==> src/design/lpc_defs.svh <==
`ifndef LPC_DEFS_SVH
`define LPC_DEFS_SVH
// Register offsets
`define LPC_A_PWM     8'h00
`define LPC_A_CUR     8'h10
`define LPC_A_MAP     8'h20
`define LPC_A_START   8'h24
`define LPC_A_ENG_EN  8'h28
`define LPC_A_CTRL    8'h30
`define LPC_A_STAT    8'h31
`define LPC_A_TEST    8'h38
`define LPC_A_PADDR   8'h3c
`define LPC_A_PDATA   8'h3d
// Sizes
`define LPC_NUM_DRV   9
`define LPC_NUM_ENG   3
`define LPC_NUM_MON   6
`define LPC_PROG_LAST 7'h5f
// Timing
`define LPC_CLK_HZ    25000000
`define LPC_CP_IDLE_MS 50
`define LPC_CP_IDLE_CYC ((`LPC_CP_IDLE_MS * `LPC_CLK_HZ) / 1000)
`define LPC_PWM_HZ    312
`define LPC_PWM_DIV   (`LPC_CLK_HZ / (`LPC_PWM_HZ * 4096))
// Temperature reference point in degrees C
`define LPC_TEMP_REF  8'sd25
// Control field layout and reset value
`define LPC_CTRL_W    10
`define LPC_CTRL_RST  10'h000
`endif

==> src/design/lpc_pkg.sv <==
package lpc_pkg;
    typedef enum logic [1:0] {
        CP_OFF    = 2'b00,
        CP_BYPASS = 2'b01,
        CP_BOOST  = 2'b10,
        CP_AUTO   = 2'b11
    } lpc_charge_pump_gain_select_t;

    typedef enum logic [1:0] {
        TST_IDLE = 2'b01,
        TST_BUSY = 2'b10
    } lpc_tst_state_t;

    // Control register layout, high bits first from the top
    typedef struct packed {
        logic [4:0]   slope;
        logic         tc_single;
        logic         pwm_ps_en;
        logic         ps_en;
        lpc_charge_pump_gain_select_t charge_pump_gain_select;
    } lpc_ctrl_t;

    // Per-engine run state
    typedef struct packed {
        logic [6:0] pc;
        logic [7:0] wait_cnt;
        logic [7:0] value;
    } lpc_eng_t;
endpackage : lpc_pkg

==> src/design/lpc_top.sv <==
// The strobed register port and the placing of the registers are this design's own decisions.
`timescale 1ns/1ps
`include "lpc_defs.svh"
// How it works
// - three engines step programs independently
// - per-engine nine-bit driver map, any subset
// - one 96-word program store, free start addresses
// - 12-bit PWM duty, compensation adjusts it
// - 8-bit current setting register per driver
// - direct PWM per driver, or engine groups
// - test register write starts measurement, readable after
// - test source covers LEDs, supply, pump, event
// - auto gain watches only first six drivers
// - power-save whenever no output is active
// - low-phase flag while all outputs off but some duty is nonzero
// - linear temp slope, 31 signed settings
// - compensation continuous or only at wake
// - engines step on program clock rising edges
// - two-bit pump mode: off, 1x, 1.5x, auto
// - auto returns to 1x after 50 ms idle
// - engine value overrides direct PWM register
module lpc_top
    import lpc_pkg::*;
#(
    parameter int          PWM_DIV     = `LPC_PWM_DIV,
    parameter logic [31:0] CP_IDLE_CYC = `LPC_CP_IDLE_CYC
)(
    // Clock and reset
    input  wire logic                            ref_clk,
    input  wire logic                            sys_rst,
    // Register port
    input  wire logic [7:0]                      reg_addr,
    input  wire logic [15:0]                     reg_wdata,
    input  wire logic                            reg_we,
    input  wire logic                            reg_re,
    output logic      [15:0]                     reg_rdata,
    // Program clock pin and driver headroom comparators
    input  wire logic                            prog_clk,
    input  wire logic [`LPC_NUM_MON-1:0]         drv_sat,
    // On-chip temperature sensor, signed degrees C
    input  wire logic signed [7:0]               temp_c,
    // Test converter
    input  wire logic                            test_done,
    input  wire logic [7:0]                      test_result,
    output logic                                 test_start,
    output logic      [3:0]                      test_src,
    // Drivers and pump
    output logic      [`LPC_NUM_DRV-1:0]         led_current_outputs,
    output logic      [`LPC_NUM_DRV*8-1:0]       drv_current,
    output logic                                 cp_enable,
    output logic                                 cp_gain15,
    output logic                                 powersave,
    output logic                                 pwm_lowpower
);

    ////////////////////////////////////////////////////////////////////////////
    // Compensated duty: base + signed slope * temperature offset, clamped
    function automatic logic [11:0] tc_duty(input logic [11:0] base,
                                            input logic [4:0] slope,
                                            input logic signed [8:0] delta);
        logic signed [13:0] corr;
        logic signed [14:0] sum;
        corr = 14'(delta) * 14'($signed({1'b0, slope[3:0]}));
        if (slope[4])
            corr = -corr;
        sum = $signed({3'b000, base}) + 15'(corr);
        if (base == 12'h000)
            tc_duty = 12'h000;
        else if (sum < 0)
            tc_duty = 12'h000;
        else if (sum > 15'sd4095)
            tc_duty = 12'hfff;
        else
            tc_duty = sum[11:0];
    endfunction : tc_duty

    ////////////////////////////////////////////////////////////////////////////
    // Register state
    logic [7:0]                   pwm_ff [`LPC_NUM_DRV];
    logic [7:0]                   nxt_pwm [`LPC_NUM_DRV];
    logic [7:0]                   cur_ff [`LPC_NUM_DRV];
    logic [7:0]                   nxt_cur [`LPC_NUM_DRV];
    logic [`LPC_NUM_DRV-1:0]      map_ff [`LPC_NUM_ENG];
    logic [`LPC_NUM_DRV-1:0]      nxt_map [`LPC_NUM_ENG];
    logic [6:0]                   start_ff [`LPC_NUM_ENG];
    logic [6:0]                   nxt_start [`LPC_NUM_ENG];
    logic [`LPC_NUM_ENG-1:0]      eng_en_ff, nxt_eng_en;
    lpc_ctrl_t                    ctrl_ff, nxt_ctrl;
    logic [6:0]                   paddr_ff, nxt_paddr;
    logic [15:0]                  rdata_ff, nxt_rdata;
    lpc_tst_state_t               tst_ff, nxt_tst;
    logic [7:0]                   tres_ff, nxt_tres;
    logic [3:0]                   tsrc_ff, nxt_tsrc;
    logic                         tstart_ff, nxt_tstart;
    logic [15:0]                  prog_mem [`LPC_PROG_LAST+1];
    logic                         pwr_ff;
    logic                         cp_en_ff;
    logic                         gain_ff;

    // Register writes, reads and test control
    always_comb
    begin
        for (int i = 0; i < `LPC_NUM_DRV; i++)
        begin
            nxt_pwm[i] = pwm_ff[i];
            nxt_cur[i] = cur_ff[i];
            if (reg_we && reg_addr == `LPC_A_PWM + 8'(i))
                nxt_pwm[i] = reg_wdata[7:0];
            if (reg_we && reg_addr == `LPC_A_CUR + 8'(i))
                nxt_cur[i] = reg_wdata[7:0];
        end
        for (int e = 0; e < `LPC_NUM_ENG; e++)
        begin
            nxt_map[e] = map_ff[e];
            nxt_start[e] = start_ff[e];
            if (reg_we && reg_addr == `LPC_A_MAP + 8'(e))
                nxt_map[e] = reg_wdata[`LPC_NUM_DRV-1:0];
            if (reg_we && reg_addr == `LPC_A_START + 8'(e))
                nxt_start[e] = reg_wdata[6:0];
        end
        nxt_eng_en = eng_en_ff;
        if (reg_we && reg_addr == `LPC_A_ENG_EN)
            nxt_eng_en = reg_wdata[`LPC_NUM_ENG-1:0];
        nxt_ctrl = ctrl_ff;
        if (reg_we && reg_addr == `LPC_A_CTRL)
            nxt_ctrl = lpc_ctrl_t'(reg_wdata[`LPC_CTRL_W-1:0]);
        nxt_paddr = paddr_ff;
        if (reg_we && reg_addr == `LPC_A_PADDR)
            nxt_paddr = reg_wdata[6:0];
        else if (reg_we && reg_addr == `LPC_A_PDATA)
            nxt_paddr = (paddr_ff >= `LPC_PROG_LAST) ? 7'h00 : paddr_ff + 7'h01;
        // Test sequencing; a new write restarts a running test
        nxt_tst = tst_ff;
        nxt_tres = tres_ff;
        nxt_tsrc = tsrc_ff;
        nxt_tstart = 1'b0;
        unique case (tst_ff)
            TST_IDLE: ;
            TST_BUSY:
                if (test_done)
                begin
                    nxt_tres = test_result;
                    nxt_tst = TST_IDLE;
                end
        endcase
        if (reg_we && reg_addr == `LPC_A_TEST)
        begin
            nxt_tsrc = reg_wdata[3:0];
            nxt_tstart = 1'b1;
            nxt_tst = TST_BUSY;
        end
        // Read data, one cycle after the strobe
        nxt_rdata = 16'h0000;
        if (reg_re)
        begin
            for (int i = 0; i < `LPC_NUM_DRV; i++)
            begin
                if (reg_addr == `LPC_A_PWM + 8'(i))
                    nxt_rdata = {8'h00, pwm_ff[i]};
                if (reg_addr == `LPC_A_CUR + 8'(i))
                    nxt_rdata = {8'h00, cur_ff[i]};
            end
            for (int e = 0; e < `LPC_NUM_ENG; e++)
            begin
                if (reg_addr == `LPC_A_MAP + 8'(e))
                    nxt_rdata = {7'h00, map_ff[e]};
                if (reg_addr == `LPC_A_START + 8'(e))
                    nxt_rdata = {9'h000, start_ff[e]};
            end
            unique case (reg_addr)
                `LPC_A_ENG_EN: nxt_rdata = {13'h0000, eng_en_ff};
                `LPC_A_CTRL:   nxt_rdata = {6'h00, ctrl_ff};
                `LPC_A_STAT:   nxt_rdata = {12'h000, pwm_lowpower, cp_en_ff, gain_ff, pwr_ff};
                `LPC_A_TEST:   nxt_rdata = {tst_ff == TST_BUSY, 7'h00, tres_ff};
                `LPC_A_PADDR:  nxt_rdata = {9'h000, paddr_ff};
                default:       ;
            endcase
        end
    end

    // Register flops
    always_ff @(posedge ref_clk)
    begin
        if (sys_rst)
        begin
            for (int i = 0; i < `LPC_NUM_DRV; i++)
            begin
                pwm_ff[i] <= 8'h00;
                cur_ff[i] <= 8'h00;
            end
            for (int e = 0; e < `LPC_NUM_ENG; e++)
            begin
                map_ff[e] <= '0;
                start_ff[e] <= 7'h00;
            end
            eng_en_ff <= '0;
            ctrl_ff <= lpc_ctrl_t'(`LPC_CTRL_RST);
            paddr_ff <= 7'h00;
            rdata_ff <= 16'h0000;
            tst_ff <= TST_IDLE;
            tres_ff <= 8'h00;
            tsrc_ff <= 4'h0;
            tstart_ff <= 1'b0;
        end
        else
        begin
            pwm_ff <= nxt_pwm;
            cur_ff <= nxt_cur;
            map_ff <= nxt_map;
            start_ff <= nxt_start;
            eng_en_ff <= nxt_eng_en;
            ctrl_ff <= nxt_ctrl;
            paddr_ff <= nxt_paddr;
            rdata_ff <= nxt_rdata;
            tst_ff <= nxt_tst;
            tres_ff <= nxt_tres;
            tsrc_ff <= nxt_tsrc;
            tstart_ff <= nxt_tstart;
        end
    end

    // Program store, written through the data port
    always_ff @(posedge ref_clk)
    begin
        if (reg_we && reg_addr == `LPC_A_PDATA)
            prog_mem[paddr_ff] <= reg_wdata;
    end

    ////////////////////////////////////////////////////////////////////////////
    // Program clock sync and engines
    logic [2:0]  pclk_ff, nxt_pclk;
    lpc_eng_t    eng_ff [`LPC_NUM_ENG];
    lpc_eng_t    nxt_eng [`LPC_NUM_ENG];
    logic        tick;

    always_comb
    begin
        logic [15:0] instr;
        instr = 16'h0000;
        nxt_pclk = {pclk_ff[1:0], prog_clk};
        tick = pclk_ff[1] && !pclk_ff[2];
        for (int e = 0; e < `LPC_NUM_ENG; e++)
        begin
            nxt_eng[e] = eng_ff[e];
            if (!eng_en_ff[e])
            begin
                nxt_eng[e].pc = start_ff[e];
                nxt_eng[e].wait_cnt = 8'h00;
            end
            else if (tick)
            begin
                if (eng_ff[e].wait_cnt != 8'h00)
                    nxt_eng[e].wait_cnt = eng_ff[e].wait_cnt - 8'h01;
                else
                begin
                    instr = (eng_ff[e].pc <= `LPC_PROG_LAST) ? prog_mem[eng_ff[e].pc] : 16'h0000;
                    nxt_eng[e].value = instr[15:8];
                    if (instr[7:0] == 8'h00)
                        nxt_eng[e].pc = start_ff[e];
                    else
                    begin
                        nxt_eng[e].wait_cnt = instr[7:0];
                        nxt_eng[e].pc = (eng_ff[e].pc >= `LPC_PROG_LAST) ? 7'h00
                                        : eng_ff[e].pc + 7'h01;
                    end
                end
            end
        end
    end

    always_ff @(posedge ref_clk)
    begin
        if (sys_rst)
        begin
            pclk_ff <= 3'h0;
            for (int e = 0; e < `LPC_NUM_ENG; e++)
                eng_ff[e] <= '0;
        end
        else
        begin
            pclk_ff <= nxt_pclk;
            eng_ff <= nxt_eng;
        end
    end

    ////////////////////////////////////////////////////////////////////////////
    // PWM, compensation, power-save and charge pump
    logic [7:0]                 div_ff, nxt_div;
    logic [11:0]                pcnt_ff, nxt_pcnt;
    logic [11:0]                duty [`LPC_NUM_DRV];
    logic [`LPC_NUM_DRV-1:0]    led_ff, nxt_led;
    logic signed [7:0]          tuse_ff, nxt_tuse;
    logic [`LPC_NUM_MON-1:0]    sat1_ff, sat2_ff;
    logic [31:0]                idle_ff, nxt_idle;
    logic                       nxt_pwr, nxt_cp_en, nxt_gain, lowp_ff, nxt_lowp, any_on;

    always_comb
    begin
        logic [7:0] sel;
        sel = 8'h00;
        nxt_div = (div_ff >= 8'(PWM_DIV - 1)) ? 8'h00 : div_ff + 8'h01;
        nxt_pcnt = (div_ff >= 8'(PWM_DIV - 1)) ? pcnt_ff + 12'h001 : pcnt_ff;
        any_on = 1'b0;
        for (int d = 0; d < `LPC_NUM_DRV; d++)
        begin
            sel = pwm_ff[d];
            for (int e = `LPC_NUM_ENG - 1; e >= 0; e--)
                if (eng_en_ff[e] && map_ff[e][d])
                    sel = eng_ff[e].value;
            duty[d] = tc_duty({sel, sel[7:4]}, ctrl_ff.slope,
                              9'(tuse_ff) - 9'(`LPC_TEMP_REF));
            nxt_led[d] = pcnt_ff < duty[d];
            any_on = any_on || (duty[d] != 12'h000);
        end
        nxt_pwr = ctrl_ff.ps_en && !any_on;
        nxt_lowp = ctrl_ff.pwm_ps_en && any_on && (nxt_led == '0);
        // Continuous tracking, or one update when leaving power-save
        nxt_tuse = tuse_ff;
        if (!ctrl_ff.tc_single || (pwr_ff && !nxt_pwr))
            nxt_tuse = temp_c;
        nxt_idle = any_on ? 32'h0 : ((idle_ff > CP_IDLE_CYC) ? idle_ff : idle_ff + 32'h1);
        nxt_cp_en = ctrl_ff.charge_pump_gain_select != CP_OFF;
        nxt_gain = gain_ff;
        unique case (ctrl_ff.charge_pump_gain_select)
            CP_OFF:    nxt_gain = 1'b0;
            CP_BYPASS: nxt_gain = 1'b0;
            CP_BOOST:  nxt_gain = 1'b1;
            CP_AUTO:
                if (idle_ff > CP_IDLE_CYC)
                    nxt_gain = 1'b0;
                else if (|(sat2_ff & led_ff[`LPC_NUM_MON-1:0]))
                    nxt_gain = 1'b1;
        endcase
    end

    always_ff @(posedge ref_clk)
    begin
        if (sys_rst)
        begin
            div_ff <= 8'h00;
            pcnt_ff <= 12'h000;
            led_ff <= '0;
            tuse_ff <= `LPC_TEMP_REF;
            sat1_ff <= '0;
            sat2_ff <= '0;
            idle_ff <= 32'h0;
            pwr_ff <= 1'b0;
            lowp_ff <= 1'b0;
            cp_en_ff <= 1'b0;
            gain_ff <= 1'b0;
        end
        else
        begin
            div_ff <= nxt_div;
            pcnt_ff <= nxt_pcnt;
            led_ff <= nxt_led;
            tuse_ff <= nxt_tuse;
            sat1_ff <= drv_sat;
            sat2_ff <= sat1_ff;
            idle_ff <= nxt_idle;
            pwr_ff <= nxt_pwr;
            lowp_ff <= nxt_lowp;
            cp_en_ff <= nxt_cp_en;
            gain_ff <= nxt_gain;
        end
    end

    ////////////////////////////////////////////////////////////////////////////
    // Outputs
    assign reg_rdata = rdata_ff;
    assign test_start = tstart_ff;
    assign test_src = tsrc_ff;
    assign led_current_outputs = led_ff;
    assign cp_enable = cp_en_ff;
    assign cp_gain15 = gain_ff;
    assign powersave = pwr_ff;
    assign pwm_lowpower = lowp_ff;
    // Current settings straight from their registers
    always_comb
        for (int i = 0; i < `LPC_NUM_DRV; i++)
            drv_current[i*8 +: 8] = cur_ff[i];

endmodule : lpc_top

==> config.mk <==
export PLATFORM = sky130hd
export DESIGN_NAME = lpc_top
export DESIGN_NICKNAME = d
export VERILOG_FILES = /design/src/design/lpc_pkg.sv /design/src/design/lpc_top.sv
export VERILOG_INCLUDE_DIRS = /design/src /design/src/design
export SDC_FILE = /design/constraint.sdc
export NUM_CORES = 2
export LEC_CHECK = 0
export ABC_CLOCK_PERIOD_IN_PS = 12100
export BUFFER_PORTS_ARGS = -buffer_cell sky130_fd_sc_hd__buf_2
export CAP_MARGIN = 40
export CORE_MARGIN = 10
export CORE_UTILIZATION = 45
export CTS_CLUSTER_DIAMETER = 120
export DETAILED_ROUTE_END_ITERATION = 7
export HOLD_SLACK_MARGIN = 0.03
export SYNTH_ARGS = -nofsm -noshare
export SYNTH_HDL_FRONTEND = slang
export SYNTH_SLANG_ARGS = --single-unit
export TNS_END_PERCENT = 20
==> constraint.sdc <==
create_clock -name ref_clk -period 12.1 [get_ports ref_clk]
set_input_delay 1.815 -clock ref_clk [delete_from_list [all_inputs] [get_ports ref_clk]]
set_output_delay 1.815 -clock ref_clk [all_outputs]
set_load 0.01 [all_outputs]
==> reports/metrics.yaml <==
status:
  status: "complete, no violations"
sta:
  tns_ns: 0
  hold_slack_ns: 0.375
  min_period_ns: 9.81
  maxSlewViolCount: 0
  setup_viol_count_final: 0
  worstMarginPinSlew_ns: 1.02
  finalCritPeriodShare: 0.811
  grt_setup_unrepaired: "no"
  fmax_ghz: 0.102
  finalClockSkew_ns: 0.0705
  slew_headroom: 0.311
  hold_violations: 0
  setup_slack_ns: 2.29
pwr:
  p_sw_mw: 3.10
  powerDensity_nw_per_um2: 111
  p_int_mw: 11.0
  p_comb_frac: 0.021
  leakage_nw: 39.6
  p_clk_frac: 0.466
  p_sw_frac: 0.219
  pwr-share-seq: 0.513
  power_mw: 14.1
  ir_drop_v: 0.000137
clock_network:
  cts-resized-gates: 0
  tritoncts: "yes"
  clk-insertion-delay-late_ns: 0.92
  clkTransAtPathRegs_ns: 0.07
  cts_buffer_depth: 3
  ctsHoldBuffers: 0
  root_buffer: "clkbuf_16"
  numClockSinks: 1952
  numCtsBuffers: 207
  cts_setup_buffers: 0
  htree_levels: 4
logic_synthesis:
  syn_area_um2: 114000
  ys_seq_area_frac: 0.479
  avgSynthCellArea_um2: 14.5
  async_reset_ff_frac: 0
  ys_types: 112
  synth_seq_cells: 1952
  synthCells: 7839
  synth_edf_count: 1536
  synth-main-ff-cell: "edfxtp_1"
  ys_warn_count: 0
floorplanning:
  start_util: 0.452
  num_io_pins: 158
  core_area_um2: 251000
  rows: 184
  dieArea_um2: 273000
  die_w_um: 523
  die_y_um: 523
grt:
  grt_max_degree: 156
  overflow: 0
  antenna_found_initial: 29
  grt_usage: 0.291
  grt_pass1_vias: 76600
  grt_pass1_wl_um: 573000
worst_setup_path:
  critPathArrivalTime_ns: 10.54
  end_kind: "flip-flop"
  r2r-start: "tuse_ff[0]$_SDFFE_PP1P_"
  crit_path_max_fanout: 14
  critPathKind: "reg -> reg"
  max_stage_delay_ns: 0.61
  cp-start-kind: "flip-flop"
  r2r_end: "pwm_lowpower$_SDFF_PP0_"
  worst_ep_required_time_ns: 12.83
  critPathSlowestCell: "xor2_1"
  critPathMostFrequentCell: "ha_1"
  worstRegToRegCells: 42
  ff2ff_setup_slack_ns: 2.29
place:
  io_buffers: 152
  dp_cells: 11000
  dp_slack_ns: 2.44
  dpl.hpwl_um: 270000
  place_area_um2: 120000
  gp_congestion: 0.979
hold_path:
  whs_path_depth: 1
  min_from: "tst_ff[0]$_SDFFE_PP1P_"
  min_to: "reg_rdata[15]$_SDFF_PP0_"
  hold_path_class: "reg -> reg"
job:
  maxCapViolCount: 0
routing:
  wl_per_cell_um: 35.7
  drt-initial-drc-count: 12200
  wl_um: 406000
  antenna_left: 0
  drt_drc_violations_left: 0
  num_vias: 79600
  dr.pass1.iters: 6
  vias_per_cell: 7.00
final_layout:
  design_area_um2: 127000
  nNetsFinal: 8146
  layout_commonest_cell: "edfxtp_1"
  fin_util: 0.506
  syn2layout_area_growth_pct: 12.0
  final_cells: 11400
  mostFrequentLayoutCells: "1536 x edfxtp_1, 1488 x mux4_2, 555 x nand2_1, 446 x nor2_1, 433 x a21oi_1"
  drive_gt1_frac: 0.296
==> synth_stat cells, types with 28 or more instances <==
library cell	n	area [µm²]
edfxtp_1	1536	46100
mux4_2	1488	33500
nand2_1	556	2090
nor2_1	541	2030
a21oi_1	433	2170
dfxtp_1	416	8330
clkbuf_1	413	1550
nand3_1	336	1680
ha_1	244	3050
o21ai_0	239	1200
buf_1	163	612
inv_1	113	424
xnor2_1	89	780
nor2b_1	81	507
a21o_1	77	578
mux2i_1	76	761
a22oi_1	61	458
nand2b_1	61	382
nor3_1	59	295
a311oi_1	54	473
xor2_1	50	438
a211oi_1	48	360
and2_1	43	269
nand4_1	42	263
buf_2	40	200
o21a_1	40	300
nor4_1	38	238
a221oi_1	31	272
a31oi_1	28	175
fa_1	28	561
==> registers in the layout (all words and copies together) (netlist names), 11 cells and up, named ones only <==
register,cells
prog_mem,1536
drv_current,72
pwm_ff,72
eng_ff,69
idle_ff,32
map_ff,27
start_ff,21
pcnt_ff,12
reg_rdata,11
==> cell families (layout without fill, tap and decap cells) <==
kind of cell / count (synthesis) / count (layout) / share of synthesized area
buffers and inverters: 745 / 897 / 0.0257
other: 1 / 26 / 0.0000330
AOI/OAI and AO/OA: 1229 / 1229 / 0.0696
adders and majority gates: 276 / 276 / 0.0322
and+or+nand+nor: 1923 / 1923 / 0.0793
muxes: 1568 / 1568 / 0.302
DFF: 1952 / 1952 / 0.479
xor gates and xnor gates: 145 / 145 / 0.0120
==> per-layer routing <==
| metal | up-vias | share of wire | track usage |
|---|---|---|---|
| met5 | - | 0.00045 | 0.00298 |
| met4 | 14 | 0.045 | 0.117 |
| met3 | 899 | 0.14 | 0.0965 |
| met2 | 5400 | 0.45 | 0.435 |
| met1 | 41100 | 0.37 | 0.394 |
| li1 | 32100 | - | - |
==> power by group through the flow <==
| stage | Sequential, mW | Clock, mW | Combinational [mW] |
|---|---|---|---|
| floorplan | 7.39 | 0 | 0.117 |
| detailed placement | 7.39 | 0 | 0.290 |
| global placement | 7.39 | 0 | 0.274 |
| global route | 7.24 | 6.92 | 0.314 |
| CTS | 7.25 | 6.65 | 0.290 |
| finish | 7.25 | 6.57 | 0.295 |
==> how the worst max path moves through the flow <==
stage	to	slack (ns)	start
2_1_floorplan	pwm_lowpower$_SDFF_PP0_	3.17	tuse_ff[0]$_SDFFE_PP1P_
3_3_place_gp	pwm_lowpower$_SDFF_PP0_	2.34	tuse_ff[0]$_SDFFE_PP1P_
3_5_place_dp	pwm_lowpower$_SDFF_PP0_	2.44	tuse_ff[0]$_SDFFE_PP1P_
4_1_cts	pwm_lowpower$_SDFF_PP0_	2.38	tuse_ff[0]$_SDFFE_PP1P_
5_1_grt	led_current_outputs[8]$_SDFF_PP0_	1.54	tuse_ff[0]$_SDFFE_PP1P_
6_report	pwm_lowpower$_SDFF_PP0_	2.29	tuse_ff[0]$_SDFFE_PP1P_
==> final cells by class <==
class	instances	area, µm²
Sequential cell	1952	54500
Inverter	114	428
Tap cell	3348	4190
Fill cell	20800	124000
Clock buffer	266	5560
Multi-Input combinational cell	5149	56900
Antenna cell	18	45.0
Timing Repair Buffer	398	4180
Clock inverter	119	1430
==> critical path, delay by kind of cell, from the launching register on <==
kind,cells,cell delay [ns]
buffers and inverters,3,0.57
and+or+nand+nor,18,2.59
adders and majority gates,7,2.34
DFF,1,0.42
AOI/OAI and AO/OA,13,3.13
xor gates and xnor gates,1,0.61
Note: power is estimated with default switching activity, not from simulation.
